--- src/hw/pgef_defines.vh ---
// How it works
// - Top two bits of the regulator status register always read zero.
// - Status bits 0..5 follow regulators five to ten; writes have no effect.
// - A status bit is one when in regulation, zero otherwise; resets to zero.
// - Event flags live at offset 39h and reset to zero.
// - Writing one to a flag bit clears it; software acknowledges this way.
// - Bit 7 sets on pin one falling edge, bit 6 on rising edge.
// - Bit 5 sets on a die overtemperature warning.
// - Bit 4 sets on hold pin rising edge, bit 0 on its falling edge.
// - Bit 2 sets on a button event, bit 3 on a long press.
// - Bit 1 sets once the synchronised and filtered monitor input shows it below the chosen threshold.
// - Mask at 3Ah, one bit per flag; a one suppresses that event's signalling.
`ifndef PGEF_DEFINES_VH
`define PGEF_DEFINES_VH

// ****************************************************************
// Register offsets
// ****************************************************************
`define PGEF_OFS_REG_OK_B 8'h38
`define PGEF_OFS_EVENT_FLAGS 8'h39
`define PGEF_OFS_EVENT_MASK 8'h3a
`define PGEF_OFS_MON_CFG 8'h40

// ****************************************************************
// Reset values
// ****************************************************************
`define PGEF_RST_REG_OK_B 8'h00
`define PGEF_RST_EVENT_FLAGS 8'h00
`define PGEF_RST_EVENT_MASK 8'hff
`define PGEF_RST_MON_SEL 2'h0

// ****************************************************************
// Event flag bit positions
// ****************************************************************
`define PGEF_BIT_PIN1_FALL 7
`define PGEF_BIT_PIN1_RISE 6
`define PGEF_BIT_OVERTEMP 5
`define PGEF_BIT_HOLD_RISE 4
`define PGEF_BIT_LONG_PRESS 3
`define PGEF_BIT_BUTTON 2
`define PGEF_BIT_MON_LOW 1
`define PGEF_BIT_HOLD_FALL 0

// ****************************************************************
// Field layout of the regulator status register
// ****************************************************************
`define PGEF_REG_OK_COUNT 6
`define PGEF_UNUSED_BITS 2'h0

`endif

--- src/hw/pgef_status.v ---
`include "pgef_defines.vh"

// ****************************************************************
// Regulator status and sticky event flags
// ****************************************************************
module pgef_status #(
  parameter NREG = `PGEF_REG_OK_COUNT
) (
  // Clock and reset
  input wire clk,
  input wire rst,
  // Register port
  input wire [7:0] reg_addr,
  input wire reg_wr,
  input wire [7:0] reg_wdata,
  input wire reg_rd,
  output reg [7:0] reg_rdata_r,
  // Regulator comparators, bit 0 is regulator five
  input wire [NREG-1:0] reg_output_ok,
  // Event sources from pins and comparators
  input wire pin1_in,
  input wire hold_input_pin,
  input wire power_button_pin_n,
  input wire overtemp_warn,
  input wire monitor_below,
  input wire long_press_pulse,
  // Monitor threshold and masked pending level
  output reg [1:0] monitor_threshold_select_r,
  output reg event_pending_r
);

  // ****************************************************************
  // Input synchronisation
  // ****************************************************************
  wire [NREG-1:0] ok_level;
  wire [4:0] ev_level;
  wire [4:0] ev_rise;
  wire [4:0] ev_fall;

  // Regulator comparators, filtered but no edges needed
  pgef_sync_edge #(.WIDTH(NREG), .INIT({NREG{1'b0}})) u_ok_sync (
    .clk(clk),
    .rst(rst),
    .async_in(reg_output_ok),
    .level_r(ok_level),
    .rise_r(),
    .fall_r()
  );

  // Event pins: 0 pin1, 1 hold, 2 button (low active), 3 overtemp, 4 monitor
  pgef_sync_edge #(.WIDTH(5), .INIT(5'h04)) u_ev_sync (
    .clk(clk),
    .rst(rst),
    .async_in({monitor_below, overtemp_warn, power_button_pin_n, hold_input_pin,
      pin1_in}),
    .level_r(ev_level),
    .rise_r(ev_rise),
    .fall_r(ev_fall)
  );

  // ****************************************************************
  // Event flags
  // ****************************************************************
  reg [7:0] event_flags_r;
  reg [7:0] event_flags_nxt;
  reg [7:0] event_mask_r;
  reg [7:0] set_vec;
  reg [7:0] clr_vec;

  // Event set vector per bit position
  always @* begin
    set_vec = 8'h00;
    set_vec[`PGEF_BIT_PIN1_FALL] = ev_fall[0];
    set_vec[`PGEF_BIT_PIN1_RISE] = ev_rise[0];
    set_vec[`PGEF_BIT_OVERTEMP] = ev_rise[3];
    set_vec[`PGEF_BIT_HOLD_RISE] = ev_rise[1];
    set_vec[`PGEF_BIT_HOLD_FALL] = ev_fall[1];
    set_vec[`PGEF_BIT_BUTTON] = ev_fall[2];
    set_vec[`PGEF_BIT_LONG_PRESS] = long_press_pulse;
    set_vec[`PGEF_BIT_MON_LOW] = ev_rise[4];
  end

  // Write-one clear; set wins, zeros leave flags alone
  always @* begin
    clr_vec = 8'h00;
    if (reg_wr && reg_addr == `PGEF_OFS_EVENT_FLAGS) begin
      clr_vec = reg_wdata;
    end
    event_flags_nxt = (event_flags_r & ~clr_vec) | set_vec;
  end

  // Flag, mask and monitor configuration storage
  always @(posedge clk or posedge rst) begin
    if (rst) begin
      event_flags_r <= `PGEF_RST_EVENT_FLAGS;
      event_mask_r <= `PGEF_RST_EVENT_MASK;
      monitor_threshold_select_r <= `PGEF_RST_MON_SEL;
      event_pending_r <= 1'b0;
    end else begin
      event_flags_r <= event_flags_nxt;
      if (reg_wr && reg_addr == `PGEF_OFS_EVENT_MASK) begin
        event_mask_r <= reg_wdata;
      end
      if (reg_wr && reg_addr == `PGEF_OFS_MON_CFG) begin
        monitor_threshold_select_r <= reg_wdata[1:0];
      end
      event_pending_r <= |(event_flags_nxt & ~event_mask_r);
    end
  end

  // ****************************************************************
  // Read path
  // ****************************************************************
  reg [7:0] rd_nxt;

  // Address decode, unmapped offsets read zero
  always @* begin
    case (reg_addr)
      `PGEF_OFS_REG_OK_B: rd_nxt = {`PGEF_UNUSED_BITS, ok_level[5:0]};
      `PGEF_OFS_EVENT_FLAGS: rd_nxt = event_flags_r;
      `PGEF_OFS_EVENT_MASK: rd_nxt = event_mask_r;
      `PGEF_OFS_MON_CFG: rd_nxt = {6'h00, monitor_threshold_select_r};
      default: rd_nxt = 8'h00;
    endcase
  end

  // Read data register, updated on each read strobe
  always @(posedge clk or posedge rst) begin
    if (rst) begin
      reg_rdata_r <= `PGEF_RST_REG_OK_B;
    end else if (reg_rd) begin
      reg_rdata_r <= rd_nxt;
    end
  end

endmodule

--- src/hw/pgef_sync_edge.v ---
// ****************************************************************
// Three-stage synchroniser with agreement filter and edge pulses
// ****************************************************************
module pgef_sync_edge #(
  parameter WIDTH = 1,
  parameter [WIDTH-1:0] INIT = {WIDTH{1'b0}}
) (
  // Clock and reset
  input wire clk,
  input wire rst,
  // Asynchronous inputs
  input wire [WIDTH-1:0] async_in,
  // Filtered level and edge pulses
  output reg [WIDTH-1:0] level_r,
  output reg [WIDTH-1:0] rise_r,
  output reg [WIDTH-1:0] fall_r
);

  reg [WIDTH-1:0] s1_r;
  reg [WIDTH-1:0] s2_r;
  reg [WIDTH-1:0] s3_r;
  reg [WIDTH-1:0] level_nxt;

  // Sampling chain; first stage feeds only the second
  always @(posedge clk or posedge rst) begin
    if (rst) begin
      s1_r <= INIT;
      s2_r <= INIT;
      s3_r <= INIT;
    end else begin
      s1_r <= async_in;
      s2_r <= s1_r;
      s3_r <= s2_r;
    end
  end

  // A change counts once stages two and three agree
  always @* begin
    level_nxt = ((s2_r ~^ s3_r) & s3_r) | (~(s2_r ~^ s3_r) & level_r);
  end

  // Filtered level and one-cycle edge pulses
  always @(posedge clk or posedge rst) begin
    if (rst) begin
      level_r <= INIT;
      rise_r <= {WIDTH{1'b0}};
      fall_r <= {WIDTH{1'b0}};
    end else begin
      level_r <= level_nxt;
      rise_r <= level_nxt & ~level_r;
      fall_r <= ~level_nxt & level_r;
    end
  end

endmodule

--- config.mk ---
export PLATFORM = sky130hd
export DESIGN_NAME = pgef_status
export DESIGN_NICKNAME = d
export VERILOG_FILES = /design/src/hw/pgef_status.v /design/src/hw/pgef_sync_edge.v
export VERILOG_INCLUDE_DIRS = /design/src /design/src/hw
export SDC_FILE = /design/constraint.sdc
export NUM_CORES = 1
export LEC_CHECK = 0
export ABC_AREA = 1
export BUFFER_PORTS_ARGS = -buffer_cell sky130_fd_sc_hd__buf_2
export CORE_UTILIZATION = 52
export CTS_BUF_LIST = sky130_fd_sc_hd__clkbuf_4
export DETAILED_ROUTE_END_ITERATION = 10
export HOLD_SLACK_MARGIN = 0.1
export PLACE_DENSITY = 0.76
export SLEW_MARGIN = 10
export SYNTH_ARGS = -nofsm -noshare
export SYNTH_HDL_FRONTEND = slang
export SYNTH_SLANG_ARGS = --single-unit
--- constraint.sdc ---
create_clock -name clk -period 2.15 [get_ports clk]
set_input_delay 0.215 -clock clk [delete_from_list [all_inputs] [get_ports clk]]
set_output_delay 0.215 -clock clk [all_outputs]
set_load 0.1 [all_outputs]
After elaboration in Yosys (flattened, before gate mapping) --
Index checks and enable logic that the tools add are counted.
Word-level totals: ROM bits 0, memories 0, register bits 79, input port bits 32, RAM bits 0, logic and storage cells 44, output and inout bits 11, latch bits 0
Operators by class: $mul 0, order comparisons 0, reductions and logical operators 4, equal/unequal tests 4, shifts and indexed selects 0, mux-type cells 2, bitwise operators 19, add/subtract/negate cells 0, div/mod/pow operators 0
Operator list (count):
- 8-bit case mux with 4 select lines | 1
- 8-bit by 6-bit == test with 1-bit output (second input constant) | 3
- 8-bit AND | 2
- 8-bit NOT | 2
- 5-bit AND | 3
- 6-bit AND | 2
- 5-bit NOT | 2
- 8-bit by 7-bit == test with 1-bit output (second input constant) | 1
- 8-bit 2-to-1 mux | 1
- 8-bit bitwise OR | 1
- 8-bit OR reduction | 1
- 6-bit NOT | 1
- 6-bit bitwise OR | 1
- 6-bit XNOR | 1
- 5-bit bitwise OR | 1
- 5-bit XNOR | 1
- 3-bit AND | 1
- 1-bit logical AND | 3
- 3-bit NOT | 1

Depth between registers and ports, before layout --
Gate-level depths: netlist of run 1.
depth after elaboration 8, gate-level depth with buffers 11, depth with buffers taken out 10

Cells and area by module --
Synthesis of run 1 repeated with hierarchy kept, for this count alone.
Unflattened totals: cell total of the unflattened synthesis 322, area, all modules 3475.8 sq um
By module, submodules not included:
- pgef_status | instances 1, area each 1462.7 sq um, sequential area each 685.7 sq um, cells each 175
- pgef_sync_edge (u_ok_sync) | instances 1, area each 1094.8 sq um, sequential area each 900.9 sq um, cells each 80
- pgef_sync_edge (u_ev_sync) | instances 1, area each 918.4 sq um, sequential area each 755.7 sq um, cells each 67

Worst setup path after synthesis of run 1 --
OpenSTA, ideal clock, no wires.
path type reg2reg, start point register monitor_threshold_select_r[0], end point register reg_rdata_r[0], arrival time 1262 ps, period minus slack after synthesis 1329 ps, setup slack 821 ps, cell stages (with the launch flop) 5, setup time 68 ps, path buffers 0, required time 2082 ps, cells stage by stage dfrtp_1 > nand3_1 > o21ai_0 > o21ai_0 > nand2_1
On the way: word-level cells in the longest chain between the ends 1
RTL lines:
- start: declaration | line pgef_status.v:28 | output reg [1:0] monitor_threshold_select_r,
- start signal: assignment | line pgef_status.v:97 | monitor_threshold_select_r <= `PGEF_RST_MON_SEL;
- start signal: assignment | line pgef_status.v:105 | monitor_threshold_select_r <= reg_wdata[1:0];
- 8-bit case mux with 4 select lines | line pgef_status.v:118 | case (reg_addr)
- end signal: assignment | line pgef_status.v:130 | reg_rdata_r <= `PGEF_RST_REG_OK_B;
- end signal: assignment | line pgef_status.v:132 | reg_rdata_r <= rd_nxt;
- end: declaration | line pgef_status.v:17 | output reg [7:0] reg_rdata_r,
No other way between the ends. A chain may end at the register's enable or synchronous reset.

Worst setup path after layout of run 1 --
start point register monitor_threshold_select_r[1], end point output port monitor_threshold_select_r[1]
No word-level cell between the ends.

==> results of run 1 <==
## power groups by stage
stage	Sequential [W]	Clock (W)	Combinational [W]
floorplan	0.00162	0	0.0000949
detailed placement	0.00161	0	0.000179
CTS	0.00159	0.000732	0.000209
global route	0.00160	0.000783	0.000233
finish	0.00159	0.000699	0.000206
global placement	0.00161	0	0.000174
## sequential cells by signal, indices dropped and copies added (netlist names), named ones only
signal	count
event_flags_r	8
event_mask_r	8
reg_rdata_r	8
u_ok_sync.s1_r	6
u_ok_sync.s2_r	6
u_ok_sync.s3_r	6
u_ev_sync.level_r	5
u_ev_sync.s1_r	5
u_ev_sync.s2_r	5
u_ev_sync.s3_r	5
u_ev_sync.rise_r	4
u_ev_sync.fall_r	3
monitor_threshold_select_r	2
event_pending_r	1
## cells in the final DEF (no fill, tap or decap), types with 2 or more instances in the layout
cell type      count
dlygate4sd3_1     22
buf_2             42
dfrtp_1           66
nor2_2             2
nor2_1            16
inv_1             31
clkinv_2           2
nand2_2            2
o21ai_1            6
dfstp_2           12
a21oi_1            9
o21ai_0           13
nand4_1            7
nand2_1           67
nand3_1           15
clkinvlp_4         2
maj3_1             8
inv_2              2
buf_4              2
clkbuf_4          10
clkinv_1           3
## logic make-up after synthesis
group                    after synthesis  synth area share (%)
adder cells (fa/ha/maj)                8                  2.81
buffers and inverters                 40                  6.24
AND/OR/NAND/NOR                      112                  16.8
AO/OA/AOI/OAI                         29                  5.14
flip-flops                            78                  69.0
## metal layers
metal | global-route usage, % | routed length, um | up-vias
li1 | - | - | 991
met1 | 24.8 | 2250 | 905
met2 | 28.6 | 2200 | 51
met3 | 4.67 | 203 | 10
met4 | 11.9 | 118 | 0
met5 | 0 | 0 | -
## metrics by stage
| step | instances | cell area (um2) |
|---|---|---|
| 2_1_floorplan | 267 | 2850 |
| 3_3_place_gp | 376 | 3140 |
| 3_5_place_dp | 376 | 3140 |
| 6_report | 414 | 3460 |
| 4_1_cts | 414 | 3460 |
| 5_1_grt | 414 | 3460 |
## cell type report
cell class                 count  share of cell area [%]
sequential                    78                    56.9
multi-input combinational    149                    20.4
timing repair buffer          67                    13.5
inverter                      34                    3.80
tap                           70                    2.53
clock buffer                  10                    2.17
clock inverter                 6                   0.832
## worst min path at each step
stage	start	to	slack (ns)	depth (start not counted)
after floorplan	power_button_pin_n	u_ev_sync.s1_r[2]$_DFF_PP1_	0.22	0
after global placement	rst	u_ok_sync.s1_r[4]$_DFF_PP0_	0.13	2
after detailed placement	rst	u_ok_sync.s1_r[4]$_DFF_PP0_	0.13	2
after CTS	reg_addr[2]	monitor_threshold_select_r[0]$_DFFE_PP0P_	0.18	4
after global routing	reg_addr[2]	monitor_threshold_select_r[1]$_DFFE_PP0P_	0.20	4
final	reg_addr[2]	monitor_threshold_select_r[0]$_DFFE_PP0P_	0.21	4
## what timing repair did
action | in CTS | in global routing
hold buffers | 22 | 0
setup buffers | 0 | 0
hold endpoints to repair | 95 | 0
==> flow_metrics.py, run 1 <==
metrics = {
    "clock_tree": {
        "cts_sinks": 78,
        "cts_root_buffer": "clkbuf_4",
        "cts_tree": "yes",
        "cts_buffers": 9,
        "insertion_delay_ns": 0.41,
        "path_clk_slew_ns": 0.11,
        "htreeDepth": 3,
        "clock_path_buffers": 2,
        "ctsResizeCount": 0,
    },
    "final_layout": {
        "final_core_util_pct": 66.5,
        "multiInputGateArea_um2": 704,
        "regArea_um2": 1970,
        "layout-drive-gt1-share_pct": 22.7,
        "nNetsFinal": 371,
        "antennaDiodeCount": 0,
        "fill_cells": 445,
        "areaGrowthSynthToFinish_pct": 21.4,
    },
    "floorplanning": {
        "die_y_um": 76.0,
        "core_area_um2": 5200,
        "dieArea_um2": 5780,
        "num_rows": 26,
        "start_util_pct": 54.7,
        "pin_count": 43,
        "die_w_um": 76.0,
    },
    "detailed_routing": {
        "wl_per_cell_um": 11.5,
        "wl_mm": 4.77,
        "drc": 0,
        "antenna_left": 0,
        "vias": 1957,
        "dr.first_iter.drc_count": 119,
        "via_per_inst": 4.73,
        "drtPass1Iterations": 4,
    },
    "hold_path": {
        "hp-class": "in2reg",
    },
    "critical_path": {
        "r2r-start": "event_mask_r[7]$_DFFE_PP1P_",
        "worst-path-buf-inv": 1,
        "max_stage_delay_ns": 0.44,
        "r2r_setup_slack_ns": 1.17,
        "end_kind": "output port",
        "cp_slowest_cell": "buf_2",
        "cp-endpoint": "monitor_threshold_select_r[1]",
        "cp_cell_sequence": "buf_2",
        "startpoint": "monitor_threshold_select_r[1]$_DFFE_PP0P_",
        "cp_num_cells": 1,
        "cp_data_arrival_time_ns": 1.23,
        "path_max_fanout": 3,
        "crit_family": "buffers and inverters",
        "cp-start-kind": "register",
        "timing.rr.end": "reg_rdata_r[7]$_DFFE_PP0P_",
        "required_ns": 1.93,
        "critPathKind": "reg2out",
        "reg2reg_depth": 4,
    },
    "power_and_ir_drop": {
        "seqPwrFrac_pct": 63.7,
        "power.density_nw_per_um2": 720,
        "internal_power_w": 0.00187,
        "p_leak_nw": 1.74,
        "ir_worst_vdd_uv": 487,
        "power_switching_w": 0.000619,
        "p_sw_share_pct": 24.9,
        "power_w": 0.00249,
        "clock_power_share_pct": 28.1,
        "comb_power_share_pct": 8.3,
    },
    "synth": {
        "ys_seq_area_share_pct": 69.0,
        "synthFlopType": "dfrtp_1",
        "synth_most_common_cell": "nand2_1",
        "syn_area_um2": 2850,
        "synth_largest_area_cell": "dfrtp_1",
        "ys_ff_latch": 78,
        "synth-edff-count": 0,
        "avgSynthCellArea_um2": 10.7,
        "async_flop_share_pct": 100,
        "syn_inst": 267,
        "synth_top_area_share_pct": 58.0,
        "ys_types": 22,
        "ys_top_cells_by_area": "dfrtp_1 (58%), dfstp_2 (11%), nand2_1 (8.8%)",
        "synth_commonest_cells": "nand2_1 (67), dfrtp_1 (66), inv_1 (32), nor2_1 (16), nand3_1 (15)",
        "yosysWarnings": 0,
        "synth_nets": 299,
    },
    "sta": {
        "fin_crit_sh_pct": 67.3,
        "final_hold_viol_count": 0,
        "setup_viol": 0,
        "fin_setup_tns_ns": 0,
        "clock.fmax_mhz": 691,
        "slew_violations": 0,
        "hold_ws_ns": 0.206,
        "finClkSkew_ns": 0.00949,
        "grt_setup_unrepaired": "no",
        "min_period_ns": 1.45,
        "relSlewSlack_pct": 68.0,
        "setup_ws_ns": 0.703,
        "tightestPinTransition_ns": 0.483,
    },
    "outcome": {
        "status": "finished, final reports clean",
    },
    "place": {
        "place_ws_ns": 0.699,
        "gp_congestion": 0.782,
        "dp_hpwl_mm": 3.28,
        "port_buffers": 42,
    },
    "global_route": {
        "grt_pass1_vias": 1914,
        "grt_overflow": 0,
        "grt_first_pass_wirelength_mm": 8.29,
        "grt_max_degree": 45,
        "track_usage_pct": 18.9,
        "antenna_found_initial": 0,
    },
    "flow_run": {
        "maxCapViolCount": 0,
    },
}
Power figures use the tool's default switching activity.
==> run 2, diff against run 1 <==
clock period = 1.3 ns   (was 2.15 ns; I/O delays follow)
==> run 2 against run 1 <==
Against the previous run: hold slack worse by 0.055 ns; final area is 4.2% higher; clock skew up 0.0081 ns; largest power group unchanged; clock power is 120% higher; cell count is 1.4% higher; clock-buffer cell count did not move; wire length up 5.4%.
==> flow_metrics.py, run 2 (same netlist as run 1, synthesis figures left out) <==
metrics = {
    "outcome": {
        "status": "finished, final reports clean",
    },
    "floorplanning": {
        "die_y_um": 76.0,
        "core_area_um2": 5200,
        "num_rows": 26,
        "die_w_um": 76.0,
        "dieArea_um2": 5780,
        "pin_count": 43,
        "start_util_pct": 54.7,
    },
    "clock_tree": {
        "cts_tree": "yes",
        "cts_root_buffer": "clkbuf_4",
        "path_clk_slew_ns": 0.12,
        "cts_sinks": 78,
        "cts_buffers": 9,
        "htreeDepth": 3,
        "insertion_delay_ns": 0.41,
        "clock_path_buffers": 2,
    },
    "detailed_routing": {
        "via_per_inst": 4.66,
        "wl_per_cell_um": 12.0,
        "drtPass1Iterations": 4,
        "dr.first_iter.drc_count": 115,
        "wl_mm": 5.03,
        "antenna_left": 0,
        "vias": 1959,
        "drc": 0,
    },
    "final_layout": {
        "design_area_um2": 3600,
        "top_regs": "event_flags_r (8), event_mask_r (8), reg_rdata_r (8)",
        "layout-drive-gt1-share_pct": 23.7,
        "multiInputGateArea_um2": 704,
        "fin_cells": 420,
        "final_common_cell": "nand2_1",
        "antennaDiodeCount": 0,
        "areaGrowthSynthToFinish_pct": 26.5,
        "final_core_util_pct": 69.3,
        "regArea_um2": 1970,
        "fill_cells": 396,
        "nNetsFinal": 377,
        "layout_common_cells": "nand2_1 (67), dfrtp_1 (64), inv_1 (31)",
    },
    "power_and_ir_drop": {
        "ir_worst_vdd_uv": 867,
        "p_leak_nw": 1.79,
        "power.density_nw_per_um2": 1260,
    },
    "sta": {
        "relSlewSlack_pct": 73.5,
        "finClkSkew_ns": 0.0176,
        "tightestPinTransition_ns": 0.398,
        "clock.fmax_mhz": 819,
        "hold_ws_ns": 0.151,
        "fin_crit_sh_pct": 93.9,
        "setup_ws_ns": 0.0797,
        "min_period_ns": 1.22,
        "slew_violations": 0,
        "setup_viol": 0,
        "final_hold_viol_count": 0,
        "grt_setup_unrepaired": "no",
    },
    "global_route": {
        "grt_overflow": 0,
        "antenna_found_initial": 0,
        "grt_max_degree": 79,
        "grt_pass1_vias": 1791,
        "track_usage_pct": 18.8,
        "grt_first_pass_wirelength_mm": 8.23,
    },
    "critical_path": {
        "cp-start-kind": "input pin",
        "max_stage_delay_ns": 0.58,
        "cp_slowest_cell": "dlygate4sd3_1",
        "path_max_fanout": 2,
        "required_ns": 1.60,
        "reg2reg_depth": 3,
        "critPathKind": "in2reg",
        "cp_data_arrival_time_ns": 1.52,
        "end_kind": "register",
        "cp_cell_sequence": "dlygate4sd3_1 -> nand4_1 -> nand2_1 -> nand2_1 -> dlygate4sd3_1",
    },
    "place": {
        "place_ws_ns": -0.0633,
        "dp_hpwl_mm": 3.26,
        "gp_congestion": 0.775,
        "placed_cells": 377,
        "port_buffers": 42,
        "place_area_um2": 3160,
    },
    "flow_run": {
        "maxCapViolCount": 0,
    },
    "hold_path": {
        "hp-class": "in2reg",
        "hold_depth": 4,
    },
}
-- run 2: worst max-delay path, delay by kind of cell --
kind | cells | cell delay, ns
buffers and inverters | 2 | 1.13
and+or+nand+nor | 3 | 0.26
-- run 2: what timing repair did --
item | 4_1_cts | 5_1_grt
pin swaps | 0 | 3
endpoints found under the setup margin | 11 | 1
hold endpoints to repair | 100 | 0
hold buffers | 25 | 0
setup buffers | 0 | 3
resized for setup | 11 | 0
-- run 2: final cells by class --
| cell class | count | area share, % |
|---|---|---|
| Inverter | 34 | 3.64 |
| Clock buffer | 10 | 2.08 |
| Sequential cell | 78 | 54.6 |
| Clock inverter | 6 | 2.12 |
| Tap cell | 70 | 2.43 |
| Timing Repair Buffer | 73 | 15.6 |
| Multi-Input combinational cell | 149 | 19.5 |
-- run 2: power breakdown --
group	total [W]	switching [W]	internal [W]
Combinational	0.000354	0.000203	0.000151
Clock	0.00156	0.000774	0.000782
Sequential	0.00262	0.0000589	0.00256
Total	0.00453	0.00104	0.00350
-- run 2: path summary, 6_finish.rpt --
| kind | from | endpoint | slack, ns |
|---|---|---|---|
| worst max-delay path | reg_wdata[3] | event_flags_r[3]$_DFF_PP0_ | 0.08 |
| worst min-delay path | reg_wr | event_flags_r[6]$_DFF_PP0_ | 0.15 |
| worst max register to register | event_flags_r[3]$_DFF_PP0_ | event_flags_r[3]$_DFF_PP0_ | 0.14 |
| worst min register to register | u_ok_sync.s1_r[0]$_DFF_PP0_ | u_ok_sync.s2_r[0]$_DFF_PP0_ | 0.35 |
| max in group asynchronous | rst | event_mask_r[0]$_DFFE_PP1P_ | 0.59 |
| min in group asynchronous | rst | u_ok_sync.s1_r[5]$_DFF_PP0_ | 0.35 |
-- run 2: metal layers --
metal	global-route usage (%)	up-vias	share of wire (%)
li1	-	1000	-
met1	24.6	903	47
met2	29.5	46	47
met3	3.95	10	3.5
met4	10.6	0	1.9
met5	0	-	0
-- run 2: stage by stage --
| stage | setup TNS (ns) | total power [W] |
|---|---|---|
| detailed placement | -0.209 | 0.00297 |
| finish | 0 | 0.00453 |
| global placement | -0.0210 | 0.00295 |
| global route | 0 | 0.00473 |
| CTS | 0 | 0.00457 |
| floorplan | 0 | 0.00284 |
